`config.mk`:
```
export PLATFORM = sky130hd
export DESIGN_NAME = pdc_counter
export DESIGN_NICKNAME = d
export VERILOG_FILES = /design/src/design/pdc_pkg.sv /design/src/design/pdc_regbus_if.sv /design/src/design/pdc_pin_sync.sv /design/src/design/pdc_ahb_slave.sv /design/src/design/pdc_counter.sv
export SDC_FILE = /design/constraint.sdc
export NUM_CORES = 1
export LEC_CHECK = 0
export BUFFER_PORTS_ARGS = -buffer_cell sky130_fd_sc_hd__buf_4
export CAP_MARGIN = 20
export CORE_ASPECT_RATIO = 1.1
export CORE_MARGIN = 2
export CORE_UTILIZATION = 52
export DETAILED_ROUTE_END_ITERATION = 8
export GPL_ROUTABILITY_DRIVEN = 0
export PLACE_DENSITY_LB_ADDON = 0.3
export SETUP_SLACK_MARGIN = 0.1
export SLEW_MARGIN = 20
export SYNTH_ARGS = -nofsm -noshare
export SYNTH_HDL_FRONTEND = slang
export SYNTH_SLANG_ARGS = --single-unit
```
`constraint.sdc`:
```
create_clock -name hclk -period 6.4 [get_ports hclk]
set_input_delay 1.28 -clock hclk [delete_from_list [all_inputs] [get_ports hclk]]
set_output_delay 1.28 -clock hclk [all_outputs]
set_load 0.02 [all_outputs]
```
`src/design/pdc_pkg.sv`:
```
// shared constants and types of the prescaled down-counter
package pdc_pkg;

  // ---------------------------------------------------------------
  // register map (index, byte address is four times the index)
  // ---------------------------------------------------------------
  localparam int IDX_W = 10;
  localparam logic [IDX_W-1:0] IDX_PRESCALER_COUNT = 10'h0d2;
  localparam logic [IDX_W-1:0] IDX_MAIN_COUNT = 10'h0d3;
  localparam logic [IDX_W-1:0] IDX_COUNT_STATUS_CONTROL = 10'h0d4;
  localparam logic [IDX_W-1:0] IDX_UNMAPPED = 10'h3ff;

  // ---------------------------------------------------------------
  // reset values and field positions
  // ---------------------------------------------------------------
  localparam logic [6:0] PRESCALER_RESET = 7'h7f;
  localparam logic [7:0] MAIN_COUNT_RESET = 8'hff;
  localparam logic [7:0] STATUS_RESET = 8'h00;
  localparam int FLAG_BIT = 7;
  localparam int IEN_BIT = 6;
  localparam int DIR_BIT = 5;
  localparam int DOUT_BIT = 4;
  localparam int RUN_BIT = 3;
  localparam int TAP_LSB = 0;

  // ---------------------------------------------------------------
  // timing: internal clock divided by twelve
  // ---------------------------------------------------------------
  localparam int DIV_RATIO = 12;
  localparam logic [3:0] DIV_LAST = 4'(DIV_RATIO - 1);

  // ---------------------------------------------------------------
  // bus constants
  // ---------------------------------------------------------------
  localparam logic [2:0] HSIZE_WORD = 3'h2;
  localparam logic [19:0] HADDR_HIGH_ZERO = 20'h0_0000;

  // pin role selected by direction and data-out bits
  typedef enum logic [2:0]
  {
    PDC_MODE_EVENT = 3'b001,
    PDC_MODE_GATED = 3'b010,
    PDC_MODE_OUTPUT = 3'b100
  } pdc_mode_t;

  // state of the counting core
  typedef struct packed
  {
    logic flag;
    logic ien;
    logic dir;
    logic dout;
    logic run;
    logic [2:0] tap;
    logic [6:0] psc;
    logic [7:0] cnt;
    logic [3:0] div;
    logic pin_out;
    logic pin_oe;
    logic irq;
    logic wake;
  } pdc_core_t;

  // state of the bus slave
  typedef struct packed
  {
    logic [IDX_W-1:0] idx;
    logic wr_pend;
    logic rd_pend;
    logic ready;
    logic [31:0] rdata;
  } pdc_ahb_t;

endpackage

```
`src/design/pdc_regbus_if.sv`:
```
// register access path between the bus slave and the counting core
`timescale 1ns/1ps
interface pdc_regbus_if;
  logic wr_en;
  logic [pdc_pkg::IDX_W-1:0] wr_idx;
  logic [7:0] wr_data;
  logic [pdc_pkg::IDX_W-1:0] rd_idx;
  logic [7:0] rd_data;

  modport bus (output wr_en, output wr_idx, output wr_data, output rd_idx, input rd_data);
  modport regs (input wr_en, input wr_idx, input wr_data, input rd_idx, output rd_data);
endinterface

```
`src/design/pdc_pin_sync.sv`:
```
// two-stage synchroniser and rising-edge detect for the count pin
`timescale 1ns/1ps
module pdc_pin_sync
(
  input wire logic hclk,
  input wire logic hresetn,
  input wire logic pin_in,
  output logic pin_level,
  output logic pin_rise
);
  logic meta_ff;
  logic sync_ff;
  logic prev_ff;

  // first stage feeds only the second
  always_ff @(posedge hclk or negedge hresetn)
  begin
    if (!hresetn)
    begin
      meta_ff <= 1'b0;
      sync_ff <= 1'b0;
      prev_ff <= 1'b0;
    end
    else
    begin
      meta_ff <= pin_in;
      sync_ff <= meta_ff;
      prev_ff <= sync_ff;
    end
  end

  // one pulse per synchronised rising edge
  assign pin_level = sync_ff;
  assign pin_rise = sync_ff & ~prev_ff;
endmodule // pdc_pin_sync

```
`src/design/pdc_ahb_slave.sv`:
```
// ahb-lite slave, one wait state on reads, none on writes
`timescale 1ns/1ps
module pdc_ahb_slave
  import pdc_pkg::*;
(
  input wire logic hclk,
  input wire logic hresetn,
  input wire logic hsel,
  input wire logic [31:0] haddr,
  input wire logic [1:0] htrans,
  input wire logic hwrite,
  input wire logic [2:0] hsize,
  input wire logic [31:0] hwdata,
  input wire logic hready,
  output logic hreadyout,
  output logic hresp,
  output logic [31:0] hrdata,
  pdc_regbus_if.bus regbus
);
  pdc_ahb_t st_ff;
  pdc_ahb_t nxt_st;
  logic accept;

  // ---------------------------------------------------------------
  // address phase capture and data phase completion
  // ---------------------------------------------------------------
  always_comb
  begin
    nxt_st = st_ff;
    accept = hsel && htrans[1] && hready && (hsize == HSIZE_WORD);
    nxt_st.wr_pend = 1'b0;
    if (st_ff.rd_pend)
    begin
      nxt_st.rdata = {24'h00_0000, regbus.rd_data};
      nxt_st.rd_pend = 1'b0;
      nxt_st.ready = 1'b1;
    end
    else if (accept)
    begin
      nxt_st.idx = (haddr[31:12] == HADDR_HIGH_ZERO) ? haddr[11:2] : IDX_UNMAPPED;
      nxt_st.wr_pend = hwrite;
      nxt_st.rd_pend = !hwrite;
      nxt_st.ready = hwrite;
    end
  end

  always_ff @(posedge hclk or negedge hresetn)
  begin
    if (!hresetn)
    begin
      st_ff <= '{idx: IDX_UNMAPPED, wr_pend: 1'b0, rd_pend: 1'b0, ready: 1'b1, rdata: 32'h0000_0000};
    end
    else
    begin
      st_ff <= nxt_st;
    end
  end

  // write strobe stands during the data phase
  assign regbus.wr_en = st_ff.wr_pend;
  assign regbus.wr_idx = st_ff.idx;
  assign regbus.wr_data = hwdata[7:0];
  assign regbus.rd_idx = st_ff.idx;
  assign hreadyout = st_ff.ready;
  assign hresp = 1'b0; // always okay
  assign hrdata = st_ff.rdata;
endmodule // pdc_ahb_slave

```
`src/design/pdc_counter.sv`:
```
// prescaled down-counter core with its bus slave and pin synchroniser
`timescale 1ns/1ps
// Operation
// [RULE1] gated mode: divided clock counts while pin high
// [RULE2] event mode: count on each pin rising edge
// [RULE3] output mode: divided clock only, pin ignored
// [RULE4] flag rise latches data-out onto pin
// [RULE5] direction set drives pin push-pull
// [RULE6] wait mode: counting continues, irq wakes
// [RULE7] stop freezes all except event mode
// [RULE8] irq equals flag and enable
// [RULE9] prescaler read: top bit zero, live value
// [RULE10] underflow 00 to ff sets flag
// [RULE11] flag cleared by software only
// [RULE12] run low holds prescaler 7f, counter stops
// [RULE13] tap select divides by two to n
// [RULE14] data-out chooses gated or event input
// [RULE15] direction zero input, one output
// [RULE16] prescaler and counter reload on wrap
// [RULE17] writing zero or flag bit sets flag
// [RULE18] counter write beats coinciding underflow
// [RULE19] enabled irq also wakes from stop
// [RULE20] pin synchronised, one count per edge
module pdc_counter
  import pdc_pkg::*;
(
  input wire logic hclk,
  input wire logic hresetn,
  input wire logic hsel,
  input wire logic [31:0] haddr,
  input wire logic [1:0] htrans,
  input wire logic hwrite,
  input wire logic [2:0] hsize,
  input wire logic [31:0] hwdata,
  input wire logic hready,
  output logic hreadyout,
  output logic hresp,
  output logic [31:0] hrdata,
  input wire logic count_pin_in,
  output logic count_pin_out,
  output logic count_pin_oe,
  input wire logic wait_mode,
  input wire logic stop_mode,
  output logic count_irq,
  output logic wake_request
);
  import pdc_pkg::*;

  pdc_core_t st_ff;
  pdc_core_t nxt_st;
  pdc_mode_t mode;
  logic pin_level;
  logic pin_rise;
  logic tick12;
  logic src;
  logic frozen;
  logic psc_tick;
  logic [6:0] tap_mask;
  logic sw_wr;
  logic cw_wr;
  logic pw_wr;
  logic uf;
  logic [7:0] rd_val;

  pdc_regbus_if regbus ();

  // ---------------------------------------------------------------
  // bus slave and pin synchroniser
  // ---------------------------------------------------------------
  pdc_ahb_slave u_ahb
  (
    .hclk(hclk),
    .hresetn(hresetn),
    .hsel(hsel),
    .haddr(haddr),
    .htrans(htrans),
    .hwrite(hwrite),
    .hsize(hsize),
    .hwdata(hwdata),
    .hready(hready),
    .hreadyout(hreadyout),
    .hresp(hresp),
    .hrdata(hrdata),
    .regbus(regbus.bus)
  );

  pdc_pin_sync u_sync
  (
    .hclk(hclk),
    .hresetn(hresetn),
    .pin_in(count_pin_in), // RULE20
    .pin_level(pin_level),
    .pin_rise(pin_rise)
  );

  // ---------------------------------------------------------------
  // next-state logic
  // ---------------------------------------------------------------
  always_comb
  begin
    nxt_st = st_ff;
    sw_wr = regbus.wr_en && (regbus.wr_idx == IDX_COUNT_STATUS_CONTROL);
    cw_wr = regbus.wr_en && (regbus.wr_idx == IDX_MAIN_COUNT);
    pw_wr = regbus.wr_en && (regbus.wr_idx == IDX_PRESCALER_COUNT);
    uf = 1'b0;
    // pin role from direction and data-out
    if (st_ff.dir) // RULE15
    begin
      mode = PDC_MODE_OUTPUT;
    end
    else
    begin
      mode = st_ff.dout ? PDC_MODE_GATED : PDC_MODE_EVENT; // RULE14
    end
    // divide-by-twelve timebase, stopped with the core in stop mode
    frozen = stop_mode && (mode != PDC_MODE_EVENT); // RULE7
    tick12 = (st_ff.div == DIV_LAST);
    if (!frozen)
    begin
      nxt_st.div = tick12 ? 4'h0 : 4'(st_ff.div + 4'h1);
    end
    // prescaler clock source; wait mode changes nothing
    src = 1'b0;
    unique case (mode)
      PDC_MODE_EVENT: src = pin_rise; // RULE2
      PDC_MODE_GATED: src = tick12 && pin_level; // RULE1
      PDC_MODE_OUTPUT: src = tick12; // RULE3
    endcase
    src = src && !frozen && st_ff.run; // RULE6
    // tap: counter steps when the low n prescaler bits are zero
    tap_mask = 7'((8'h01 << st_ff.tap) - 8'h01); // RULE13
    psc_tick = src && ((st_ff.psc & tap_mask) == 7'h00);
    // status and control fields
    if (sw_wr)
    begin
      nxt_st.ien = regbus.wr_data[IEN_BIT];
      nxt_st.dir = regbus.wr_data[DIR_BIT];
      nxt_st.dout = regbus.wr_data[DOUT_BIT];
      nxt_st.run = regbus.wr_data[RUN_BIT];
      nxt_st.tap = regbus.wr_data[TAP_LSB+:3];
    end
    // prescaler: held at 7f when not running, writable when running
    if (!nxt_st.run)
    begin
      nxt_st.psc = PRESCALER_RESET; // RULE12
    end
    else if (pw_wr)
    begin
      nxt_st.psc = regbus.wr_data[6:0];
    end
    else if (src)
    begin
      nxt_st.psc = (st_ff.psc == 7'h00) ? PRESCALER_RESET : 7'(st_ff.psc - 7'h01); // RULE16
    end
    // main counter: a write wins over a decrement
    if (cw_wr)
    begin
      nxt_st.cnt = regbus.wr_data; // RULE18
    end
    else if (psc_tick && nxt_st.run)
    begin
      uf = (st_ff.cnt == 8'h00); // RULE10
      nxt_st.cnt = 8'(st_ff.cnt - 8'h01); // RULE16
    end
    // flag: hardware only sets, any set wins over a software clear
    nxt_st.flag = uf || (cw_wr && (regbus.wr_data == 8'h00)) // RULE17
      || (sw_wr ? regbus.wr_data[FLAG_BIT] : st_ff.flag); // RULE11
    // latch data-out on the rising flag
    if (!st_ff.flag && nxt_st.flag)
    begin
      nxt_st.pin_out = st_ff.dout; // RULE4
    end
    // pin drive follows direction, requests follow flag and enable
    nxt_st.pin_oe = nxt_st.dir; // RULE5
    nxt_st.irq = nxt_st.flag && nxt_st.ien; // RULE8
    nxt_st.wake = nxt_st.flag && nxt_st.ien; // RULE19
  end

  always_ff @(posedge hclk or negedge hresetn)
  begin
    if (!hresetn)
    begin
      st_ff <= '{flag: 1'b0, ien: 1'b0, dir: 1'b0, dout: 1'b0, run: 1'b0, tap: 3'h0,
                 psc: PRESCALER_RESET, cnt: MAIN_COUNT_RESET, div: 4'h0,
                 pin_out: 1'b0, pin_oe: 1'b0, irq: 1'b0, wake: 1'b0};
    end
    else
    begin
      st_ff <= nxt_st;
    end
  end

  // ---------------------------------------------------------------
  // read mux
  // ---------------------------------------------------------------
  always_comb
  begin
    rd_val = 8'h00;
    if (regbus.rd_idx == IDX_PRESCALER_COUNT)
    begin
      rd_val = {1'b0, st_ff.psc}; // RULE9
    end
    else if (regbus.rd_idx == IDX_MAIN_COUNT)
    begin
      rd_val = st_ff.cnt;
    end
    else if (regbus.rd_idx == IDX_COUNT_STATUS_CONTROL)
    begin
      rd_val = {st_ff.flag, st_ff.ien, st_ff.dir, st_ff.dout, st_ff.run, st_ff.tap};
    end
  end

  assign regbus.rd_data = rd_val;
  assign count_pin_out = st_ff.pin_out;
  assign count_pin_oe = st_ff.pin_oe;
  assign count_irq = st_ff.irq;
  assign wake_request = st_ff.wake;
endmodule // pdc_counter

```
## Word-level counts from Yosys, hierarchy flattened

Index checks and enable logic that the tools add are counted.

| word-level totals | value |
|---|---|
| word-level logic and storage cells | 87 |
| output and inout port bits | 38 |
| flip-flop bits (word level) | 53 |

| operators by class | value |
|---|---|
| add/sub/neg operators | 4 |
| shifts and indexed selects | 1 |
| mux-type cells | 21 |
| reduce and logical (&&, ||, !) cells | 28 |
| equality and inequality tests | 10 |
| bitwise gates (word level) | 4 |

Operators with widths:

| operator | number |
|---|---|
| 8-bit two-way mux | 5 |
| 7-bit two-way mux | 5 |
| 10-bit by 8-bit == test with 1-bit output (second input constant) | 3 |
| 20-bit logical NOT | 1 |
| 8-bit logical NOT | 2 |
| 1-bit logical AND | 15 |
| 7-bit logical NOT | 2 |
| 7-bit by 1-bit subtractor with 7-bit output (second input constant) | 2 |
| 10-bit two-way mux | 1 |
| 8-bit by 1-bit subtractor with 8-bit output (second input constant) | 1 |
| 7-bit AND | 1 |
| 1-bit by 3-bit << shifter with 7-bit output (first input constant) | 1 |
| 3-bit by 2-bit == test with 1-bit output (second input constant) | 2 |
| 3-bit two-way mux | 2 |
| 4-bit by 1-bit adder with 4-bit output (second input constant) | 1 |
| 4-bit == test (second input constant) | 1 |
| 1-bit two-way mux | 4 |
| 2-bit two-way mux | 2 |
| 4-bit two-way mux | 1 |
| 2-bit nonzero test | 2 |
| 3-bit by 1-bit == test with 1-bit output (second input constant) | 1 |
| 3-bit == test (second input constant) | 1 |
| 1-bit logical NOT | 3 |
| 3-bit by 1-bit inequality test with 1-bit output (second input constant) | 1 |
| other kinds (6) | 8 |

## Longest topological paths before layout

Gate-level depths: netlist of the first run.

| logic depth | value |
|---|---|
| word-level depth | 14 |
| depth in mapped cells | 8 |

## Modules after synthesis

Synthesis of the first run repeated with hierarchy kept, for this count alone.

| second synthesis, totals | value |
|---|---|
| cell total of the unflattened synthesis | 368 |
| area, all modules | 3,538.4 um^2 |

By module, submodules not included:

| module | sequential area each (um^2) | times used | area each (um^2) | cells each |
|---|---|---|---|---|
| pdc_counter | 744.5 | 1 | 2,024.4 | 222 |
| pdc_ahb_slave | 539.3 | 1 | 1,425.1 | 142 |
| pdc_pin_sync | 75.1 | 1 | 88.8 | 4 |

## Worst setup path after synthesis of the first run

No wires, ideal clock.

| path | value |
|---|---|
| path kind | input to register |
| start | input port stop_mode |
| end | register st_ff (netlist bit count_pin_out) |
| library setup time | 0.125 ns |
| path slack | 3.366 ns |
| arrival time | 2.909 ns |
| required time | 6.275 ns |
| stages on the path | 5 |
| path through | or4b_1 > a211oi_4 > nand4_2 > a21oi_2 > mux2_4 |

| between the ends | value |
|---|---|
| longest elaborated chain between the ends | 11 |

Ends and longest elaborated chain:

| item | RTL line | source |
|---|---|---|
| start, declared | pdc_counter.sv:43 | `input wire logic stop_mode,` |
| 1-bit logical AND | pdc_counter.sv:116 | `frozen = stop_mode && (mode != PDC_MODE_EVENT);` |
| 1-bit logical NOT | pdc_counter.sv:129 | `src = src && !frozen && st_ff.run;` |
| 1-bit logical AND (2 in series) | pdc_counter.sv:129 |  |
| 1-bit logical AND | pdc_counter.sv:132 | `psc_tick = src && ((st_ff.psc & tap_mask) == 7'h00);` |
| 1-bit logical AND | pdc_counter.sv:160 | `else if (psc_tick && nxt_st.run)` |
| 1-bit two-way mux | pdc_counter.sv:160 |  |
| 1-bit two-way mux | pdc_counter.sv:156 | `if (cw_wr)` |
| 1-bit logical OR | pdc_counter.sv:166 | `nxt_st.flag = uf \|\| (cw_wr && (regbus.wr_data == 8'h00))` |
| 1-bit logical OR | pdc_counter.sv:167 | `\|\| (sw_wr ? regbus.wr_data[FLAG_BIT] : st_ff.flag);` |
| 1-bit logical AND | pdc_counter.sv:169 | `if (!st_ff.flag && nxt_st.flag)` |
| end signal, assigned | pdc_counter.sv:183 | `st_ff <= '{flag: 1'b0, ien: 1'b0, dir: 1'b0, dout: 1'b0, run: 1'b0, tap: 3'h0,` |
| end signal, assigned | pdc_counter.sv:189 | `st_ff <= nxt_st;` |
| end, declared | pdc_counter.sv:49 | `pdc_core_t st_ff;` |

No other way between the ends.
A chain may end at the register's enable or synchronous reset.

## Worst setup path after layout of the first run

| path | value |
|---|---|
| start | input port hsize[0] |
| end | register u_ahb.st_ff (netlist bit u_ahb.regbus.rd_idx[3]) |

| between the ends | value |
|---|---|
| longest elaborated chain between the ends | 3 |

Ends and longest elaborated chain:

| item | RTL line | source |
|---|---|---|
| start, declared | pdc_counter.sv:33 | `input wire logic [2:0] hsize,` |
| 3-bit by 2-bit == test with 1-bit output | pdc_ahb_slave.sv:30 | `accept = hsel && htrans[1] && hready && (hsize == HSIZE_WORD);` |
| 1-bit logical AND | pdc_ahb_slave.sv:30 |  |
| 2-bit AND reduction (no source line) | n/a |  |
| end signal, assigned | pdc_ahb_slave.sv:51 | `st_ff <= '{idx: IDX_UNMAPPED, wr_pend: 1'b0, rd_pend: 1'b0, ready: 1'b1, rdata: 32'h0000_0000};` |
| end signal, assigned | pdc_ahb_slave.sv:55 | `st_ff <= nxt_st;` |
| end, declared | pdc_ahb_slave.sv:20 | `pdc_ahb_t st_ff;` |

No other way between the ends.

==> results of run 1 <==
## per-layer routing
metal | routed length, um | GRT usage [%]
met5 | 0 | 0
met3 | 292 | 3.64
met1 | 2780 | 30.1
met2 | 3220 | 32.6
met4 | 72 | 6.06
## cells in the mapped netlist (8+ instances only)
library cell  instances
buf_4                34
dfrtp_1              27
dfstp_2              26
nor2_1               26
a21oi_1              19
nand2_1              18
nand3_1              13
nor4_1                9
o22a_1                9
mux2_2                8
o21ai_0               8
xor2_1                8
## kinds of logic (layout without fill, tap and decap cells)
| logic type | after synthesis | count (layout) | synth area share [%] |
|---|---|---|---|
| multiplexers | 13 | 13 | 5.25 |
| buffers and inverters | 49 | 75 | 11.1 |
| AND/OR/NAND/NOR | 102 | 102 | 18.5 |
| adder cells (fa/ha/maj) | 3 | 3 | 1.27 |
| XOR/XNOR | 9 | 9 | 2.67 |
| other | 1 | 25 | 0.127 |
| flip-flops | 53 | 53 | 46.0 |
| AO/OA/AOI/OAI | 62 | 62 | 15.2 |
## worst max path at each step
stage / end / slack, ns / start / cells past startpoint
after global routing: u_ahb.regbus.rd_idx[3]$_DFFE_PN1P_ / 3.03 / hsize[0] / 6
after detailed placement: u_ahb.regbus.rd_idx[3]$_DFFE_PN1P_ / 2.87 / hsize[0] / 6
after floorplan: count_pin_out$_DFFE_PN0P_ / 3.37 / stop_mode / 5
after global placement: u_ahb.regbus.rd_idx[3]$_DFFE_PN1P_ / 2.82 / hsize[0] / 6
final: u_ahb.regbus.rd_idx[3]$_DFFE_PN1P_ / 3.14 / hsize[0] / 6
after CTS: u_ahb.regbus.rd_idx[3]$_DFFE_PN1P_ / 3.15 / hsize[0] / 6
## area by class of cell
type | instances | share of cell area, %
clock buffers | 6 | 2.14
clock inverters | 2 | 0.443
inverters | 6 | 0.664
multi-input cells | 214 | 40.4
flip-flops and latches | 53 | 40.1
well taps | 75 | 2.77
repair buffers | 61 | 13.5
## where the power goes
part | internal, mW | leakage, nW | total, mW | switching, mW
Sequential | 0.394 | 0.605 | 0.432 | 0.0375
Combinational | 0.0862 | 0.819 | 0.173 | 0.0871
Clock | 0.0773 | 0.0374 | 0.187 | 0.110
## critical path, cell delays in order
cell and delay [ns]:
buf_4 0.11, nor4bb_1 0.24, and3_1 0.22, nor2b_1 0.72, nand4_1 0.57, o22a_2 0.36
## stage by stage
step	utilization, %	cell area [um2]
after floorplan	-	3040
after global placement	60.6	3290
after detailed placement	60.9	3300
after CTS	62.5	3390
after global routing	62.5	3390
final	62.5	3390
==> run_results.csv, run 1 <==
group,metric,value,unit
run_status,status,"complete, no violations",
sta,hold-worst-slack,0.359,ns
die,die_width,75.9,um
setup_path,ff2ff_setup_slack,3.76,ns
synth,syn_inst,292,
detailed_routing,dr.first_iter.drc_count,97,
flow_run,drv_cap,0,
power_and_ir_drop,leakage,1.46,nW
sta,hold_violations,0,
layout,diodes,0,
global_route,grt_pass1_wl,10.5,mm
sta,period_needed,3.26,ns
sta,slew-limit-headroom,41.2,%
min_path,hold_depth,0,
detailed_routing,detail_route.vias_per_cell,5.48,
setup_path,critical_path.max_fanout,13,
min_path,hold_path_class,"reg -> reg",
placement,post-place-cells,409,
die,io_pins,115,
layout,final_common_cell,"buf_4",
detailed_routing,wirelength,6.37,mm
sta,setup_tns,0,ns
synth,synth_flop_cell,"dfrtp_1",
layout,stdcell_count,417,
setup_path,arrival,3.50,ns
layout,largest_reg_flops,26,
synth,synth_warnings,0,
synth,synth_enable_flop_cells,0,
synth,syn_area,2950,um2
setup_path,criticalPathCategory,"in -> reg",
die,start_util,54.4,%
layout,fillerInstances,461,
min_path,hold_start,"u_sync.meta_ff$_DFF_PN0_",
placement,pre_cts_ws,2.87,ns
layout,layout_common_cells,"61 x buf_4, 27 x dfrtp_1, 26 x nor2_1, 26 x dfstp_2, 25 x conb_1",
sta,rsz0062_at_grt,"no",
sta,max_freq,307,MHz
sta,setup_viol,0,
setup_path,r2r_end,"count_pin_out$_DFFE_PN0P_",
synth,synthDistinctLibCells,54,
layout,drive_gt1_share,33.6,%
synth,yosysTopAreaCell,"dfstp_2",
layout,multiInputGateArea,1370,um2
placement,port_buffers,61,
sta,drv_slew,0,
layout,area_growth,14.8,%
min_path,hold_end,"u_sync.pin_level$_DFF_PN0_",
synth,yosysTopAreaCellShare,23.1,%
detailed_routing,wl_per_cell,15.3,um
synth,async_flop_share,100,%
global_route,antenna_found_initial,0,
synth,yosysSeqAreaShare,46.0,%
die,row_count,28,
global_route,first_global_vias,2179,
layout,fin_nets,421,
placement,dp.final_hpwl,4.62,mm
power_and_ir_drop,total_power,0.793,mW
die,dieArea,6300,um2
setup_path,reg2reg_depth,7,
global_route,grt_max_degree,54,
detailed_routing,via_count,2286,
global_route,grt_overflow,0,
die,die_h,83.1,um
sta,worst_slack,3.14,ns
power_and_ir_drop,ir_worst_vdd,182,uV
clock_network,hold_buffers,0,
layout,seqCellArea,1360,um2
global_route,grt_util_all_layers,21.1,%
die,core-area,5430,um2
detailed_routing,postRouteAntennaNets,0,
clock_network,clk_pin_slew,0.09,ns
setup_path,crit_path_end_kind,"register",
clock_network,clk_latency,0.31,ns
synth,synth-seq-cells,53,
power_and_ir_drop,p_per_area,234,nW/um2
detailed_routing,post-route-drc-count,0,
clock_network,clock-root-buffer,"clkbuf_8",
synth,avgSynthCellArea,10.1,um2
sta,final.period_utilization,50.9,%
setup_path,start_kind,"primary input",
synth,ys_top_cells_by_area,"dfstp_2 23%, dfrtp_1 23%, buf_4 8.6%",
clock_network,cts_tree,"yes",
clock_network,cts-buffers-inserted,5,
sta,finClkSkew,0.00604,ns
clock_network,post_cts_resized,0,
layout,regMostFlops,"st_ff",
setup_path,required,6.64,ns
sta,worstMarginPinSlew,0.874,ns
clock_network,ctsLongestPathBuffers,2,
clock_network,post-cts-setup-buffer-count,0,
clock_network,numClockSinks,53,
setup_path,reg2reg_from,"st_ff[4]$_DFFE_PN0N_",
clock_network,htree_levels,2,
detailed_routing,dr.pass1.iters,4,
(Power assumes the default switching activity.)
==> run 2: changes to the inputs <==
- CORE_UTILIZATION: 52 -> 49
- clock period: 6.4 -> 3.2 ns (I/O delays scaled with it)
==> run 2 against run 1 <==
Against the previous run:
- sequential share of layout area shrank 0.85 points
- clock skew grew 0.0062 ns
- power grew 120%
- sequential power grew 100%
- wire length shrank 3.3%
- die area grew 5.8%
- combinational power grew 98%
- global-route usage shrank 1.5 points
==> run_results.csv, run 2 (synthesized netlist as in run 1, its figures left out) <==
group,metric,value,unit
run_status,status,"complete, no violations",
detailed_routing,wl_per_cell,14.5,um
die,die_width,78.0,um
die,start_util,50.9,%
setup_path,critical_path.max_fanout,16,
clock_network,post-cts-setup-buffer-count,0,
setup_path,ff2ff_setup_slack,0.65,ns
clock_network,numClockSinks,53,
global_route,grt_util_all_layers,19.6,%
clock_network,post_cts_resized,0,
layout,area_growth,17.3,%
layout,fin_nets,426,
detailed_routing,via_count,2309,
power_and_ir_drop,sw_frac_of_total,26.8,%
layout,drive_gt1_share,34.3,%
layout,stdcell_area,3470,um2
setup_path,start_kind,"register",
setup_path,path_cells,"nand4b_1 -> or4_4 -> mux2_4 -> nand4_2 -> a21oi_2 -> mux2_4",
die,die_h,85.4,um
layout,diodes,0,
layout,stdcell_count,424,
setup_path,path_buf_inv,0,
clock_network,clk_pin_slew,0.10,ns
setup_path,arrival,2.74,ns
sta,period_needed,2.55,ns
setup_path,crit_path_end_kind,"register",
die,dieArea,6670,um2
die,row_count,29,
clock_network,htree_levels,2,
placement,pre_cts_ws,0.667,ns
die,core-area,5810,um2
detailed_routing,dr.pass1.iters,7,
global_route,grt_pass1_wl,10.5,mm
setup_path,crit_top_cell,"mux2_4",
sta,finClkSkew,0.0122,ns
sta,worst_slack,0.652,ns
setup_path,reg2reg_depth,6,
power_and_ir_drop,ir_worst_vdd,331,uV
layout,final_common_cell,"buf_4",
sta,max_freq,392,MHz
sta,setup_tns,0,ns
clock_network,cts_tree,"yes",
setup_path,reg2reg_from,"u_ahb.regbus.rd_idx[7]$_DFFE_PN1P_",
placement,port_buffers,61,
sta,slew-limit-headroom,56.5,%
layout,regMostFlops,"st_ff",
power_and_ir_drop,seqPwrFrac,49.7,%
power_and_ir_drop,switchingPower,0.465,mW
detailed_routing,post-route-drc-count,0,
sta,final.period_utilization,79.6,%
clock_network,hold_buffers,0,
setup_path,r2r_end,"count_pin_out$_DFFE_PN0P_",
layout,largest_reg_flops,26,
setup_path,criticalPathCategory,"reg -> reg",
clock_network,ctsLongestPathBuffers,2,
detailed_routing,wirelength,6.16,mm
detailed_routing,dr.first_iter.drc_count,154,
sta,hold_violations,0,
setup_path,startpoint,"u_ahb.regbus.rd_idx[7]$_DFFE_PN1P_",
min_path,hold_path_class,"in -> async",
clock_network,clock-root-buffer,"clkbuf_8",
power_and_ir_drop,internal_power,1.27,mW
global_route,grt_max_degree,54,
sta,drv_slew,0,
power_and_ir_drop,p_per_area,501,nW/um2
setup_path,max_stage_delay,0.68,ns
detailed_routing,detail_route.vias_per_cell,5.45,
sta,worstMarginPinSlew,0.653,ns
placement,post-place-cells,416,
layout,fillerInstances,518,
global_route,first_global_vias,2140,
sta,hold-worst-slack,0.352,ns
placement,postPlaceCellArea,3330,um2
clock_network,clk_latency,0.31,ns
power_and_ir_drop,leakage,1.52,nW
sta,rsz0062_at_grt,"no",
layout,layout_common_cells,"66 x buf_4, 27 x dfrtp_1, 26 x nor2_1, 26 x dfstp_2, 25 x conb_1",
power_and_ir_drop,comb_power_share,19.7,%
setup_path,crit_slowest_cell,"or4_4",
sta,setup_viol,0,
power_and_ir_drop,pwr-share-clk,30.7,%
clock_network,cts-buffers-inserted,5,
setup_path,required,3.39,ns
setup_path,crit_family,"simple AND/OR/NAND/NOR gates",
die,io_pins,115,
global_route,grt_overflow,0,
flow_run,drv_cap,0,
detailed_routing,postRouteAntennaNets,0,
placement,dp.final_hpwl,4.57,mm
global_route,antenna_found_initial,0,
==> run 2: stage by stage <==
stage | util, % | power, mW
after floorplan | - | 1.13
after global placement | 57.4 | 1.21
after detailed placement | 57.4 | 1.22
after CTS | 59.7 | 1.76
after global routing | 59.7 | 1.83
final | 59.7 | 1.74
==> run 2: power groups by stage <==
stage	Clock [mW]	Combinational [mW]	Sequential, mW
floorplan	0	0.263	0.863
CTS	0.545	0.347	0.864
global route	0.573	0.381	0.880
finish	0.533	0.342	0.863
detailed placement	0	0.347	0.874
global placement	0	0.336	0.871
==> run 2: area by class of cell <==
class,instances,area (um2),area share [%]
sequential,53,1360,39.2
multi-input combinational,214,1360,39.2
timing repair buffer,66,495,14.3
tap,77,96.3,2.78
clock buffer,5,68.8,1.99
clock inverter,3,65.1,1.88
inverter,6,22.5,0.650
==> run 2: per-layer routing <==
layer  part of all wire (%)  GRT usage, %  routed length (um)
met2                     52          33.4                3230
met3                    5.4          4.26                 332
met1                     41          26.4                2550
met4                   0.68          2.87                  42
met5                      0             0                   0
==> run 2: worst max-delay path by stage <==
stage | end | cells past startpoint
after floorplan | count_pin_out$_DFFE_PN0P_ | 5
after global placement | count_pin_out$_DFFE_PN0P_ | 6
after detailed placement | count_pin_out$_DFFE_PN0P_ | 6
after CTS | count_pin_out$_DFFE_PN0P_ | 6
after global routing | count_pin_out$_DFFE_PN0P_ | 5
final | count_pin_out$_DFFE_PN0P_ | 6
